**src/logic/ascp_defines.svh**
```systemverilog
`ifndef ASCP_DEFINES_SVH
`define ASCP_DEFINES_SVH

// Serial word sizes
`define ASCP_CFG_BITS      7
`define ASCP_RES_BITS      12
`define ASCP_CFG_LAST      3'h6
`define ASCP_RES_LAST      5'h0B
// Last index of the MSB-then-LSB sequence, shared LSB sent once
`define ASCP_SEQ_LAST      5'h16
`define ASCP_SEQ_END       5'h17
// Converter steps per conversion
`define ASCP_SAR_STEPS     4'hC
// Buffer depth and occupancy codes
`define ASCP_BUF_DEPTH     2
`define ASCP_BUF_EMPTY     2'h0
`define ASCP_BUF_ONE       2'h1
`define ASCP_BUF_FULL      2'h2
// Reset values
`define ASCP_RST_SHUTDOWN_N 1'b1
`define ASCP_RST_DOUT       1'b0
`define ASCP_RST_CFG        7'h01

`endif

```
**src/logic/ascp_pkg.sv**
```systemverilog
package ascp_pkg;

    typedef enum logic [5:0] {
        ASCP_IDLE  = 6'b000001,
        ASCP_HUNT  = 6'b000010,
        ASCP_CFG   = 6'b000100,
        ASCP_NULL  = 6'b001000,
        ASCP_DATA  = 6'b010000,
        ASCP_SPARE = 6'b100000
    } ascp_state_e;

    typedef struct packed {
        logic single_ended_select;
        logic pair_polarity;
        logic channel_index_hi;
        logic channel_index_lo;
        logic unipolar_select;
        logic bit_order_select;
        logic power_down_n;
    } ascp_cfg_s;

    typedef struct packed {
        logic [2:0] pos_channel;
        logic [2:0] neg_channel;
        logic       neg_is_common;
    } ascp_mux_s;

    typedef struct packed {
        ascp_mux_s mux;
        logic      unipolar_select;
    } ascp_conv_cfg_s;

    typedef struct packed {
        logic sclk_rise;
        logic sclk_fall;
        logic cs_fall;
        logic cs_rise;
        logic din;
        logic cs_low;
    } ascp_edges_s;

endpackage

```
**src/logic/ascp_edge.sv**
```systemverilog
`timescale 1ns/10ps
`include "ascp_defines.svh"

module ascp_edge
    import ascp_pkg::*;
(
    input  wire logic  core_clk,
    input  wire logic  rstn,
    input  wire logic  cs_n,
    input  wire logic  sclk,
    input  wire logic  din,
    output ascp_edges_s edges
);

    typedef struct packed {
        logic        sclk_q;
        logic        cs_n_q;
        ascp_edges_s ev;
    } ascp_edge_state_s;

    ascp_edge_state_s state;
    ascp_edge_state_s next_state;

    // Edge pulses aligned with the data bit sampled at the same edge
    always_comb begin
        next_state              = state;
        next_state.sclk_q       = sclk;
        next_state.cs_n_q       = cs_n;
        next_state.ev.sclk_rise = sclk & ~state.sclk_q;
        next_state.ev.sclk_fall = ~sclk & state.sclk_q;
        next_state.ev.cs_fall   = ~cs_n & state.cs_n_q;
        next_state.ev.cs_rise   = cs_n & ~state.cs_n_q;
        next_state.ev.din       = din;
        next_state.ev.cs_low    = ~cs_n;
    end

    always_ff @(posedge core_clk or negedge rstn) begin
        if (!rstn) begin
            state <= '{sclk_q: 1'b0, cs_n_q: 1'b1, ev: '0};
        end else begin
            state <= next_state;
        end
    end

    assign edges = state.ev;

endmodule // ascp_edge

```
**src/logic/ascp_buf.sv**
```systemverilog
`timescale 1ns/10ps
`include "ascp_defines.svh"

module ascp_buf
    import ascp_pkg::*;
(
    input  wire logic                      core_clk,
    input  wire logic                      rstn,
    input  wire logic                      flush,
    input  wire logic                      in_valid,
    output logic                           in_ready,
    input  wire logic [`ASCP_RES_BITS-1:0] in_data,
    output logic                           out_valid,
    input  wire logic                      out_ready,
    output logic [`ASCP_RES_BITS-1:0]      out_data
);

    typedef struct packed {
        logic [`ASCP_BUF_DEPTH-1:0][`ASCP_RES_BITS-1:0] mem;
        logic                                          wr_idx;
        logic                                          rd_idx;
        logic [1:0]                                    cnt;
        logic                                          ready;
    } ascp_buf_state_s;

    ascp_buf_state_s state;
    ascp_buf_state_s next_state;
    logic            push;
    logic            pop;

    assign in_ready  = state.ready;
    assign out_valid = (state.cnt != `ASCP_BUF_EMPTY);
    assign out_data  = state.mem[state.rd_idx];
    assign push      = in_valid & in_ready;
    assign pop       = out_valid & out_ready;

    always_comb begin
        next_state = state;
        if (flush) begin
            next_state.cnt    = `ASCP_BUF_EMPTY;
            next_state.wr_idx = 1'b0;
            next_state.rd_idx = 1'b0;
        end else begin
            if (push) begin
                next_state.mem[state.wr_idx] = in_data;
                next_state.wr_idx            = ~state.wr_idx;
            end
            if (pop) begin
                next_state.rd_idx = ~state.rd_idx;
            end
            if (push && !pop) begin
                next_state.cnt = state.cnt + `ASCP_BUF_ONE;
            end else if (pop && !push) begin
                next_state.cnt = state.cnt - `ASCP_BUF_ONE;
            end
        end
        next_state.ready = (next_state.cnt != `ASCP_BUF_FULL);
    end

    always_ff @(posedge core_clk or negedge rstn) begin
        if (!rstn) begin
            state       <= '0;
            state.ready <= 1'b1;
        end else begin
            state <= next_state;
        end
    end

endmodule // ascp_buf

```
**src/logic/ascp_port.sv**
```systemverilog
// Behaviour
// - Drive on falling, sample on rising clock
// - Config word in first, result out after
// - Chip select low starts start-bit search
// - First sampled one is start bit
// - Take seven config bits, then start conversion unless the power-down bit is clear
// - Ignore input after config until next select
// - One null bit, then result out; code sends null bits until the result is in
// - Result belongs to this transaction only
// - Chip select high resets serial state
// - Twelve-bit result, serial clock paces conversion
// - First four bits set the multiplexer
// - Differential pair 2k/2k+1, polarity bit orders
// - Single-ended channel 2k plus polarity versus common
// - Unipolar when set, bipolar when clear
// - MSB first, then zeros or LSB-first repeat
// - Power-down sends ones, drives shutdown low
// - Chip select high floats serial output
`timescale 1ns/10ps
`include "ascp_defines.svh"

module ascp_port
    import ascp_pkg::*;
(
    input  wire logic                      core_clk,
    input  wire logic                      rstn,
    input  wire logic                      cs_n,
    input  wire logic                      sclk,
    input  wire logic                      din,
    output logic                           dout,
    output logic                           dout_oe,
    output logic                           system_shutdown_out_n,
    output logic                           conv_start,
    output ascp_conv_cfg_s                 conv_cfg,
    output logic                           sar_step,
    input  wire logic                      res_valid,
    output logic                           res_ready,
    input  wire logic [`ASCP_RES_BITS-1:0] res_data
);

    typedef struct packed {
        ascp_state_e                st;
        logic [`ASCP_CFG_BITS-1:0]  shift;
        logic [2:0]                 cfg_cnt;
        logic [4:0]                 seq_idx;
        ascp_cfg_s                  cfg;
        logic [`ASCP_RES_BITS-1:0]  word;
        logic                       have_word;
        logic                       null_sent;
        logic                       dout;
        logic                       dout_oe;
        logic                       shutdown_n;
        logic                       conv_start;
        logic                       sar_step;
        logic [3:0]                 step_cnt;
        ascp_conv_cfg_s             conv_cfg;
        logic                       buf_ready;
    } ascp_port_state_s;

    ascp_port_state_s              state;
    ascp_port_state_s              next_state;
    ascp_edges_s                   edges;
    logic                          buf_valid;
    logic [`ASCP_RES_BITS-1:0]     buf_data;
    logic                          buf_take;
    logic                          buf_flush;
    ascp_cfg_s                     cfg_word;
    logic                          take_word;

    // Channel decode shared by both multiplexer modes
    function automatic ascp_mux_s mux_decode(input ascp_cfg_s c);
        ascp_mux_s m;
        m.pos_channel   = {c.channel_index_hi, c.channel_index_lo, c.pair_polarity};
        m.neg_channel   = {c.channel_index_hi, c.channel_index_lo, ~c.pair_polarity};
        m.neg_is_common = c.single_ended_select;
        return m;
    endfunction

    // Output phase covers the null bits and the result
    function automatic logic in_output(input ascp_state_e s);
        logic r;
        r = 1'b0;
        case (s)
            ASCP_NULL: r = 1'b1;
            ASCP_DATA: r = 1'b1;
            default:   r = 1'b0;
        endcase
        return r;
    endfunction

    // Sequence index stops at the fill position
    function automatic logic [4:0] seq_next(input logic [4:0] idx);
        logic [4:0] n;
        n = idx;
        if (idx != `ASCP_SEQ_END) begin
            n = idx + 5'h01;
        end
        return n;
    endfunction

    // One converter step per clock fall, twelve at most
    function automatic logic step_due(input ascp_cfg_s c, input logic [3:0] cnt);
        return c.power_down_n && (cnt != `ASCP_SAR_STEPS);
    endfunction

    // Bit at a given position of the output sequence
    function automatic logic seq_bit(input logic [`ASCP_RES_BITS-1:0] w,
                                     input logic [4:0]                idx,
                                     input ascp_cfg_s                 c);
        logic [4:0] pos;
        logic       b;
        pos = 5'h00;
        b   = 1'b0;
        if (!c.power_down_n) begin
            b = (idx <= `ASCP_RES_LAST);
        end else if (idx <= `ASCP_RES_LAST) begin
            pos = `ASCP_RES_LAST - idx;
            b   = w[pos[3:0]];
        end else if (!c.bit_order_select && idx <= `ASCP_SEQ_LAST) begin
            pos = idx - `ASCP_RES_LAST;
            b   = w[pos[3:0]];
        end else if (!c.bit_order_select && !c.unipolar_select) begin
            b   = w[`ASCP_RES_BITS-1];
        end else begin
            b   = 1'b0;
        end
        return b;
    endfunction

    // Rises and falls seen one clock late
    ascp_edge u_edge (
        .core_clk (core_clk),
        .rstn     (rstn),
        .cs_n     (cs_n),
        .sclk     (sclk),
        .din      (din),
        .edges    (edges)
    );

    // Stale results are dropped at every start and deselect
    assign buf_flush = state.conv_start | edges.cs_rise;
    assign buf_take  = state.buf_ready;
    assign take_word = state.buf_ready & buf_valid;

    // Two-entry result buffer
    ascp_buf u_buf (
        .core_clk  (core_clk),
        .rstn      (rstn),
        .flush     (buf_flush),
        .in_valid  (res_valid),
        .in_ready  (res_ready),
        .in_data   (res_data),
        .out_valid (buf_valid),
        .out_ready (buf_take),
        .out_data  (buf_data)
    );

    // Config word as it stands on the seventh rise
    assign cfg_word = ascp_cfg_s'({state.shift[`ASCP_CFG_BITS-2:0], edges.din});

    // Next state of the whole port
    always_comb begin
        next_state            = state;
        next_state.conv_start = 1'b0;
        next_state.sar_step   = 1'b0;
        next_state.buf_ready  = 1'b0;

        // Capture the current conversion result once
        if (take_word) begin
            next_state.word      = buf_data;
            next_state.have_word = 1'b1;
        end
        if (in_output(state.st) && !state.have_word && !take_word &&
            state.cfg.power_down_n) begin
            next_state.buf_ready = 1'b1;
        end

        case (state.st)
            // Output off until the null bit
            ASCP_IDLE: begin
                next_state.dout_oe = 1'b0;
                if (edges.cs_fall || (edges.cs_low && !edges.cs_rise)) begin
                    next_state.st         = ASCP_HUNT;
                    next_state.shutdown_n = 1'b1;
                end
            end
            // Waits for the first one
            ASCP_HUNT: begin
                next_state.dout_oe = 1'b0;
                if (edges.sclk_rise && edges.din) begin
                    next_state.st      = ASCP_CFG;
                    next_state.cfg_cnt = 3'h0;
                    next_state.shift   = '0;
                end
            end
            // Seven bits, first bit most significant
            ASCP_CFG: begin
                next_state.dout_oe = 1'b0;
                if (edges.sclk_rise) begin
                    next_state.shift   = {state.shift[`ASCP_CFG_BITS-2:0], edges.din};
                    next_state.cfg_cnt = state.cfg_cnt + 3'h1;
                    if (state.cfg_cnt == `ASCP_CFG_LAST) begin
                        next_state.st                       = ASCP_NULL;
                        next_state.cfg                      = cfg_word;
                        next_state.conv_cfg.mux             = mux_decode(cfg_word);
                        next_state.conv_cfg.unipolar_select = cfg_word.unipolar_select;
                        next_state.conv_start               = cfg_word.power_down_n;
                        next_state.shutdown_n               = cfg_word.power_down_n;
                        next_state.have_word                = 1'b0;
                        next_state.null_sent                = 1'b0;
                        next_state.seq_idx                  = 5'h00;
                        next_state.step_cnt                 = 4'h0;
                    end
                end
            end
            // Null bits until the word is in
            ASCP_NULL: begin
                if (edges.sclk_fall) begin
                    next_state.dout_oe = 1'b1;
                    if (step_due(state.cfg, state.step_cnt)) begin
                        next_state.sar_step = 1'b1;
                        next_state.step_cnt = state.step_cnt + 4'h1;
                    end
                    if (state.null_sent && (state.have_word || !state.cfg.power_down_n)) begin
                        next_state.st      = ASCP_DATA;
                        next_state.dout    = seq_bit(state.word, 5'h00, state.cfg);
                        next_state.seq_idx = 5'h01;
                    end else begin
                        next_state.dout      = 1'b0;
                        next_state.null_sent = 1'b1;
                    end
                end
            end
            // One bit per clock fall
            ASCP_DATA: begin
                if (edges.sclk_fall) begin
                    next_state.dout = seq_bit(state.word, state.seq_idx, state.cfg);
                    next_state.seq_idx = seq_next(state.seq_idx);
                end
            end
            ASCP_SPARE: begin
                next_state.st = ASCP_IDLE;
            end
            default: begin
                next_state.st = ASCP_IDLE;
            end
        endcase

        // Input is not looked at past the config word
        if (in_output(state.st)) begin
            next_state.shift = state.shift;
        end

        // Deselect ends the exchange from any state
        if (edges.cs_rise) begin
            next_state.st        = ASCP_IDLE;
            next_state.dout_oe   = 1'b0;
            next_state.dout      = `ASCP_RST_DOUT;
            next_state.have_word = 1'b0;
            next_state.buf_ready = 1'b0;
            next_state.shift     = '0;
            next_state.cfg_cnt   = 3'h0;
            next_state.seq_idx   = 5'h00;
            next_state.null_sent = 1'b0;
            next_state.step_cnt  = 4'h0;
        end
    end

    // Serial state, reset to idle
    always_ff @(posedge core_clk or negedge rstn) begin
        if (!rstn) begin
            state.st         <= ASCP_IDLE;
            state.shift      <= '0;
            state.cfg_cnt    <= 3'h0;
            state.seq_idx    <= 5'h00;
            state.cfg        <= ascp_cfg_s'(`ASCP_RST_CFG);
            state.word       <= '0;
            state.have_word  <= 1'b0;
            state.null_sent  <= 1'b0;
            state.dout       <= `ASCP_RST_DOUT;
            state.dout_oe    <= 1'b0;
            state.shutdown_n <= `ASCP_RST_SHUTDOWN_N;
            state.conv_start <= 1'b0;
            state.sar_step   <= 1'b0;
            state.step_cnt   <= 4'h0;
            state.conv_cfg   <= '0;
            state.buf_ready  <= 1'b0;
        end else begin
            state <= next_state;
        end
    end

    // Outputs straight from the state flops
    assign dout                  = state.dout;
    assign dout_oe               = state.dout_oe;
    assign system_shutdown_out_n = state.shutdown_n;
    assign conv_start            = state.conv_start;
    assign conv_cfg              = state.conv_cfg;
    assign sar_step              = state.sar_step;

endmodule // ascp_port

```
**config.mk**
```make
export PLATFORM = sky130hd
export DESIGN_NAME = ascp_port
export DESIGN_NICKNAME = d
export VERILOG_FILES = /design/src/logic/ascp_pkg.sv /design/src/logic/ascp_edge.sv /design/src/logic/ascp_buf.sv /design/src/logic/ascp_port.sv
export VERILOG_INCLUDE_DIRS = /design/src /design/src/logic
export SDC_FILE = /design/constraint.sdc
export NUM_CORES = 1
export LEC_CHECK = 0
export BUFFER_PORTS_ARGS = -buffer_cell sky130_fd_sc_hd__buf_2
export CAP_MARGIN = 10
export CORE_UTILIZATION = 40
export CTS_CLUSTER_SIZE = 10
export DETAILED_ROUTE_END_ITERATION = 7
export HOLD_SLACK_MARGIN = 0.02
export PLACE_DENSITY_LB_ADDON = 0.12
export SLEW_MARGIN = 15
export SYNTH_ARGS = -nofsm -noshare
export SYNTH_HDL_FRONTEND = slang
export SYNTH_SLANG_ARGS = --single-unit
```
**constraint.sdc**
```tcl
create_clock -name core_clk -period 5.5 [get_ports core_clk]
set_input_delay 0 -clock core_clk [delete_from_list [all_inputs] [get_ports core_clk]]
set_output_delay 0 -clock core_clk [all_outputs]
set_load 0.02 [all_outputs]
```
==> impl_metrics.ini, run 1 <==
[sta]
setup-tns-final_ps = 0
hold_viol = 0
fin_crit_ps = 2510
fin_crit_sh = 0.456
final.setup_skew_ps = 11.2
relSlewSlack = 0.370
drv_slew = 0
rsz0062_at_grt = false
finalSetupViolations = 0
fmaxAchievable_mhz = 399
tightest_slew_ps = 942
setup_ws_ps = 2990

[drt]
drtPass1Iterations = 4
antenna_left = 0
post_drt_wl_per_cell_um = 14.8
vias = 2811
post-route-drc-count = 0
routed_wl_um = 8060
drtIter0Drc = 107
viasPerCell = 5.15

[cts]
cts.repair.resized = 0
clk_latency_ps = 370
ctsHtreeMaxLevel = 3
clockBufferDepth = 2
cts.sinks = 88
cts_tree = yes
cts_root_buf = clkbuf_8
post_cts_buffers = 0
cts_inserted_buffers = 9
path_clk_slew_ps = 90

[die]
core-area_sq_um = 9910
dieWidth_um = 104
floorplan.io_pins = 32
start_util = 0.417
rows = 36
dieArea_sq_um = 10700
fp.dieH_um = 104

[power_and_ir_drop]
vdd_ir_drop_max_v = 0.000188
power.leakage_uw = 0.00213
pwr-share-clk = 0.275
p_switching_uw = 493
comb_power_share = 0.224
power.share.switching = 0.290
power.total_uw = 1700
power.internal_uw = 1210
p_seq_frac = 0.501
p_per_area_nw_per_um2 = 361

[yosys]
syn_area_sq_um = 4130
syn-num-nets = 397
synthArstFlopShare = 1.00
synth_warnings = 0
postSynthAreaPerCell_sq_um = 11.2
yosys.cell_types.count = 53
synth.area.top_cells = dfrtp_1 50%, mux2_2 6.5%, nand2_1 4.7%, mux2i_1 3.4%, o21ai_0 3.3%
ys_seq_area_frac = 0.534
syn_inst = 370
synth_top_area_share = 0.502
ys.flop_type = dfrtp_1
synth_edf_count = 0
ys_seq_elements = 88
yosys.area.top_type = dfrtp_1

[cells_and_area]
syn2layout_area_growth_pct = 14.1
layout.nets = 435
n_fill_cell = 942
drive_above_1_share = 0.223
final_common_cell = dfrtp_1
final_cell_mix = 83 x dfrtp_1, 52 x nand2_1, 30 x buf_2, 27 x o21ai_0, 24 x mux2_2
fin_util = 0.476
n_antenna_cell = 0

[grt]
grt_usage = 0.163
overflow = 0
grt_pass1_wl_um = 13900
grt_pass1_vias = 2799
grt_max_degree = 72
grt_antenna_before_repair = 0

[placed_design]
place_ws_ps = 2980
port_buffers = 31
dp_hpwl_um = 5470
gp_congestion = 0.795

[setup_path]
cp.required_ps = 5740
crit_type = reg -> reg
endpoint_kind = register
arrival_ps = 2750
startpoint_type = register
critPathMaxFanout = 9

[hold_path]
hold_class = in -> async

[job]
max_cap_viol_count = 0

[status]
status = completed
[final timing paths]
check | start | endpoint | slack (ps) | depth (start not counted)
worst max-delay path | state[39] | dout | 2990 | 7
min in group core_clk | res_valid | u_buf.state[4] | 90 | 4
worst min register to register | u_edge.state[7] | u_edge.edges[5] | 420 | 1
worst min-delay path | rstn | state[12] | 20 | 2
max in group asynchronous | rstn | u_buf.state[11] | 4310 | 3
worst max register to register | state[39] | dout | 2990 | 7
[layer usage]
| metal | routed length [um] | global-route usage |
|---|---|---|
| met2 | 3890 | 0.270 |
| met4 | 142 | 0.0592 |
| met5 | 0 | 0 |
| met1 | 3760 | 0.206 |
| met3 | 269 | 0.0422 |
[state kept, by name (all words and copies together), names as in the netlist, 2 cells and up]
| register | cells |
|---|---|
| u_edge.state | 2 |
| conv_cfg | 5 |
| u_buf.state | 28 |
| u_edge.edges | 6 |
| state | 34 |
| cfg_word | 6 |
[Yosys cell counts (6+ instances only)]
master / number
ha_1: 9
o21ai_0: 27
nand3_1: 8
a22o_1: 6
a21oi_1: 12
nor2b_1: 6
nand2_1: 52
nor3_1: 8
clkbuf_1: 10
inv_1: 13
nor2_1: 19
dfrtp_1: 83
mux2i_1: 14
mux2_2: 24
buf_4: 8
[metrics by stage]
stage | cell area, sq um | hold slack [ps] | cells
after floorplan | 4130 | -296 | 370
after global placement | 4350 | -113 | 514
after detailed placement | 4350 | -116 | 514
after CTS | 4720 | 20.3 | 546
after global routing | 4720 | 26.5 | 546
final | 4720 | 21.5 | 546
[cell families after synthesis]
logic type,Yosys count,synth area share
AND/OR/NAND/NOR,116,0.135
flip-flops,88,0.534
AO/OA/AOI/OAI,70,0.112
multiplexers,44,0.133
buffers and inverters,36,0.0433
adder cells (fa/ha/maj),9,0.0272
XOR/XNOR,7,0.0148
[power by group through the flow]
stage	sequential (uW)	combinational (uW)	clock [uW]
2_1_floorplan	849	299	0
4_1_cts	855	387	485
3_5_place_dp	868	376	0
5_1_grt	872	430	507
6_report	853	382	468
3_3_place_gp	863	367	0
[area by class of cell]
cell class,instances,area [sq um],share of cell area
sequential,88,2210,0.468
clock buffer,11,141,0.0300
timing repair buffer,50,340,0.0722
clock inverter,5,63.8,0.0135
tap,133,166,0.0353
inverter,13,48.8,0.0103
multi-input combinational,246,1750,0.370
[worst max-delay path, stage by stage, from the launching register on]
cell and delay, ps:
dfrtp_1 560, ha_1 370, xor2_1 340, mux4_1 600, mux2i_1 170, o2111ai_1 130, a21oi_1 170, nor4_1 60
[timing repair]
action                                 CTS  global route
hold buffers                            16             0
setup endpoints to repair                0             0
endpoints found under the hold margin   49             0
(Power assumes the default switching activity.)
==> run 2, diff against run 1 <==
ABC_AREA = 1   (was unset)
clock period = 2.55 ns   (was 5.5 ns; I/O delays follow)
==> run 2 against run 1 <==
Compared with the run above:
- clock skew shrank 1.7 ps
- first-iteration DRC count grew 21%
- flip-flop and latch count is the same
- critical path depth shrank 1
- sequential share of layout area shrank 1.5 points
- critical endpoint is now state[10]
==> impl_metrics.ini, run 2 <==
[cells_and_area]
final_cell_mix = 113 x nand2_1, 83 x dfrtp_1, 69 x o21ai_0, 58 x inv_1, 39 x nor2_1
final_common_cell = nand2_1
largest_register_ffs = 34
syn2layout_area_growth_pct = 14.9
largest_register = state
n_antenna_cell = 0
top_regs = state: 34 flops, u_buf.state: 28 flops
n_fill_cell = 1033
drive_above_1_share = 0.143
layout.nets = 567
fin_util = 0.472
seq_area_sq_um = 2210
multi_input_comb_area_sq_um = 1670

[power_and_ir_drop]
p_seq_frac = 0.497
pwr-share-clk = 0.286
p_per_area_nw_per_um2 = 752
vdd_ir_drop_max_v = 0.000296
power.internal_uw = 2510
p_switching_uw = 1160
power.share.switching = 0.316
power.leakage_uw = 0.00240
comb_power_share = 0.216
power.total_uw = 3660

[setup_path]
path_common_cell = nand2_1
arrival_ps = 2300
crit_chain = clkinv_1 > nand3_1 > nand2_1 > nor2_1 > nand2_1 > a22o_1
max_stage_delay_ps = 530
cpMaxStageDelayCell = dfrtp_1
critPathMaxFanout = 17
cp_num_buf_inv = 1
crit_type = reg -> reg
cp.required_ps = 2800
startpoint_type = register
endpoint_kind = register
path_delay_family = simple AND/OR/NAND/NOR gates

[cts]
path_clk_slew_ps = 90
cts_inserted_buffers = 9
clk_latency_ps = 360
cts.sinks = 88
ctsHoldBuffers = 17
clockBufferDepth = 2
cts.repair.resized = 0
cts_root_buf = clkbuf_8
ctsHtreeMaxLevel = 3
cts_tree = yes
post_cts_buffers = 0

[sta]
holdWs_ps = 179
final.setup_skew_ps = 9.54
finalSetupViolations = 0
fin_crit_ps = 2050
relSlewSlack = 0.614
tightest_slew_ps = 579
drv_slew = 0
rsz0062_at_grt = false
fin_crit_sh = 0.805
fmaxAchievable_mhz = 487
hold_viol = 0
setup-tns-final_ps = 0

[grt]
grt_pass1_wl_um = 15400
grt_usage = 0.177
grt_pass1_vias = 3164
overflow = 0
grt_max_degree = 47
grt_antenna_before_repair = 0

[die]
fp.dieH_um = 105
start_util = 0.411
dieWidth_um = 105
floorplan.io_pins = 32
dieArea_sq_um = 11000
rows = 37
core-area_sq_um = 10300

[yosys]
syn_area_sq_um = 4240
synth.most_common_cell = nand2_1
syn_inst = 496
synthArstFlopShare = 1.00
ys_seq_elements = 88
ys.flop_type = dfrtp_1
postSynthAreaPerCell_sq_um = 8.55
synth.area.top_cells = dfrtp_1 49%, nand2_1 10%, o21ai_0 8.1%, inv_1 5.1%, nand3_1 4.1%
synth_edf_count = 0
yosys.cell_types.count = 41
synth_warnings = 0
ys_seq_area_frac = 0.521
synthTopCellsByCount = 113 x nand2_1, 83 x dfrtp_1, 69 x o21ai_0
synth_top_area_share = 0.490
syn-num-nets = 523
yosys.area.top_type = dfrtp_1

[drt]
routed_wl_um = 9020
drtIter0Drc = 129
post_drt_wl_per_cell_um = 13.2
vias = 3324
drtPass1Iterations = 4
viasPerCell = 4.88
post-route-drc-count = 0
antenna_left = 0

[job]
max_cap_viol_count = 0

[placed_design]
gp_congestion = 0.807
port_buffers = 31
dp_hpwl_um = 6490

[status]
status = completed

[hold_path]
hold_class = in -> async
==> run 2: cell types whose count changed after synthesis, moves of 5 or more <==
cell	delta
a21oi_1	-6
inv_1	+45
mux2_2	-24
mux2i_1	-14
mux4_2	-5
nand2_1	+61
nand3_1	+27
nor2_1	+20
nor2b_1	-6
o21ai_0	+42
o21ai_2	+5
==> run 2: cells by family after synthesis <==
group	share of synthesized area
compound gates	0.132
fa+ha+maj	0.0265
buf+inv	0.0867
xor+xnor	0.0103
simple gates	0.223
flops	0.521
==> run 2: per-layer routing <==
layer  share of wire  GRT usage  vias up
li1                -          -     1695
met1            0.49      0.242     1565
met2            0.47      0.281       54
met3           0.029     0.0287       10
met4           0.015     0.0724        0
met5               0          0        -
==> run 2: worst reg2reg max path, stage by stage, from the launching register on <==
cell and delay [ps]:
dfrtp_1 530, clkinv_1 480, nand3_1 300, nand2_1 100, nor2_1 170, nand2_1 150
a22o_1 210
==> run 2: final timing paths <==
kind                                   end  slack (ps)             from  cells past startpoint
max                              state[10]         500  u_edge.edges[2]                      6
min                        u_edge.edges[1]         180             rstn                      2
max reg2reg                      state[10]         500  u_edge.edges[2]                      6
min reg2reg                u_edge.edges[5]         440  u_edge.state[7]                      1
max in group asynchronous   u_buf.in_ready        1600             rstn                      3
min in group core_clk      u_edge.edges[1]         290              din                      2
==> run 2: final cells by class <==
cell class / instances / area share
sequential: 88 / 0.453
multi-input combinational: 323 / 0.342
timing repair buffer: 54 / 0.0765
inverter: 64 / 0.0503
tap: 136 / 0.0349
clock buffer: 11 / 0.0270
clock inverter: 5 / 0.0167
==> run 2: power groups by stage <==
stage	combinational, uW	clock (uW)	sequential, uW
after global routing	917	1140	1850
after global placement	758	0	1840
after detailed placement	781	0	1850
after CTS	802	1080	1820
after floorplan	564	0	1830
final	792	1050	1820
==> run 2: per-stage QoR <==
step / cells / worst slack (ps) / area, sq um
2_1_floorplan: 496 / 972 / 4240
3_3_place_gp: 648 / 619 / 4490
3_5_place_dp: 648 / 536 / 4490
4_1_cts: 681 / 520 / 4870
5_1_grt: 681 / 225 / 4870
6_report: 681 / 496 / 4870
==> run 3, diff against run 2 <==
ABC_AREA = 0   (was 1)
clock period = 1.8 ns   (was 2.55 ns; I/O delays follow)
==> run 3 against run 2 <==
Compared with the run above:
- the flow now finishes with violations (negative setup slack)
- wire length is 5.6% lower
- fmax rose by 2.5%
- clock skew rose by 4.9 ps
- sequential power increased by 42%
- critical path depth is the same
- die area is 2.5% lower
- register-to-register slack got worse by 700 ps
- total power rose by 54%
- core utilization is 6.1 points higher
- first-iteration DRC count up 33%
==> impl_metrics.ini, run 3 (synthesis results as in run 1) <==
[status]
status = finished with violations
violations = negative setup slack

[cells_and_area]
multi_input_comb_area_sq_um = 1910
design_area_sq_um = 5280
largest_register_ffs = 34
top_regs = state: 34 flops, u_buf.state: 28 flops
seq_area_sq_um = 2210
layout.nets = 481
final_cell_mix = 81 x dfrtp_1, 50 x nand2_1, 43 x buf_4, 30 x buf_2, 24 x mux2_2
largest_register = state
drive_above_1_share = 0.359
final_common_cell = dfrtp_1
syn2layout_area_growth_pct = 27.8
n_fill_cell = 921
n_antenna_cell = 0

[setup_path]
endpoint_kind = register
max_stage_delay_ps = 400
crit_type = reg -> reg
startpoint_type = register
critPathMaxFanout = 4
crit_chain = or3_4 > or3b_4 > o31a_1 > a41oi_4 > buf_4 > o22ai_1
cp.required_ps = 2020
arrival_ps = 2230
cpMaxStageDelayCell = or3_4

[sta]
fmaxAchievable_mhz = 499
hold_viol = 0
relSlewSlack = 0.736
setup_ws_ps = -203
setup-tns-final_ps = -1470
drv_slew = 0
final.setup_skew_ps = 14.5
fin_crit_sh = 1.11
finalSetupViolations = 10
fin_crit_ps = 2000
tightest_slew_ps = 396
rsz0062_at_grt = true

[grt]
grt_use_met3 = 0.0340
grtUsageMet2 = 0.292
grt_max_degree = 74
overflow = 0
grt_pass1_wl_um = 14900
grt_use_met1 = 0.221
busiest_layer = met2
grt_pass1_vias = 3110
grt_antenna_before_repair = 0
grt_usage = 0.173

[power_and_ir_drop]
p_per_area_nw_per_um2 = 1070
vdd_ir_drop_max_v = 0.000552
power.total_uw = 5640
power.leakage_uw = 0.00238

[drt]
vias = 2994
antenna_left = 0
drtPass1Iterations = 4
post_drt_wl_per_cell_um = 14.4
drtIter0Drc = 171
post-route-drc-count = 0
routed_wl_um = 8520
viasPerCell = 5.06

[placed_design]
placed_cell_area_sq_um = 4740
dp_hpwl_um = 6090
gp_congestion = 0.803
place_ws_ps = -173
port_buffers = 31

[die]
start_util = 0.417
core-area_sq_um = 9910
rows = 36
floorplan.io_pins = 32
fp.dieH_um = 104
dieArea_sq_um = 10700
dieWidth_um = 104

[cts]
clk_latency_ps = 360
path_clk_slew_ps = 100
clockBufferDepth = 2
ctsHtreeMaxLevel = 3
cts_root_buf = clkbuf_8
cts.sinks = 88
cts_tree = yes
cts_inserted_buffers = 9

[hold_path]
hold_class = in -> async

[job]
max_cap_viol_count = 0
-- run 3: cell types whose count changed in the layout (fill, tap and decap cells not counted), moves of 23 or more --
cell | previous run | this run
buf_4 | 7 | 43
mux2_2 | 0 | 24
nand3_1 | 35 | 7
nand2_1 | 113 | 50
o21ai_0 | 69 | 20
inv_1 | 58 | 12
nor2_1 | 39 | 16
-- run 3: worst paths after layout --
check / from / end / slack (ps) / cells after the start
worst max-delay path: state[55] / state[58] / -200 / 6
worst min-delay path: rstn / cfg_word[3] / 40 / 2
worst max register to register: state[55] / state[58] / -200 / 6
worst min register to register: u_edge.state[7] / u_edge.edges[5] / 410 / 1
max in group asynchronous: rstn / state[32] / 1070 / 3
min in group core_clk: res_valid / u_buf.state[4] / 130 / 4
-- run 3: repair_timing --
| item | 4_1_cts | 5_1_grt |
|---|---|---|
| resized for setup | 22 | 17 |
| pin swaps | 10 | 8 |
| hold buffers | 16 | 0 |
| setup buffers | 5 | 1 |
| endpoints found under the setup margin | 23 | 19 |
| hold endpoints to repair | 115 | 0 |
-- run 3: report_power, final --
part           internal (uW)  leakage [uW]  switching [uW]
combinational            909       0.00114             743
sequential              2380       0.00114             204
clock                    690      0.000100             711
-- run 3: cell type report --
type	count	area share
Timing Repair Buffer	96	0.140
Inverter	13	0.00971
Tap cell	133	0.0315
Clock buffer	11	0.0268
Sequential cell	88	0.418
Multi-Input combinational cell	246	0.362
Clock inverter	5	0.0121
-- run 3: stage by stage --
| stage | hold WS, ps | util | cells |
|---|---|---|---|
| finish | 40.4 | 0.533 | 592 |
| detailed placement | -116 | 0.478 | 555 |
| floorplan | -296 | - | 370 |
| global route | 51.6 | 0.533 | 592 |
| CTS | 38.6 | 0.527 | 592 |
| global placement | -116 | 0.478 | 555 |
-- run 3: worst max-delay path, delay by kind of cell, from the launching register on --
family	cells	cell delay [ps]
AOI/OAI and AO/OA	3	560
buffers and inverters	1	150
DFF	1	390
and+or+nand+nor	2	780
-- run 3: metal layers --
metal	vias to the layer above	share of wire
met4	0	0.019
met2	43	0.50
met3	13	0.026
li1	1466	-
met5	-	0
met1	1472	0.46
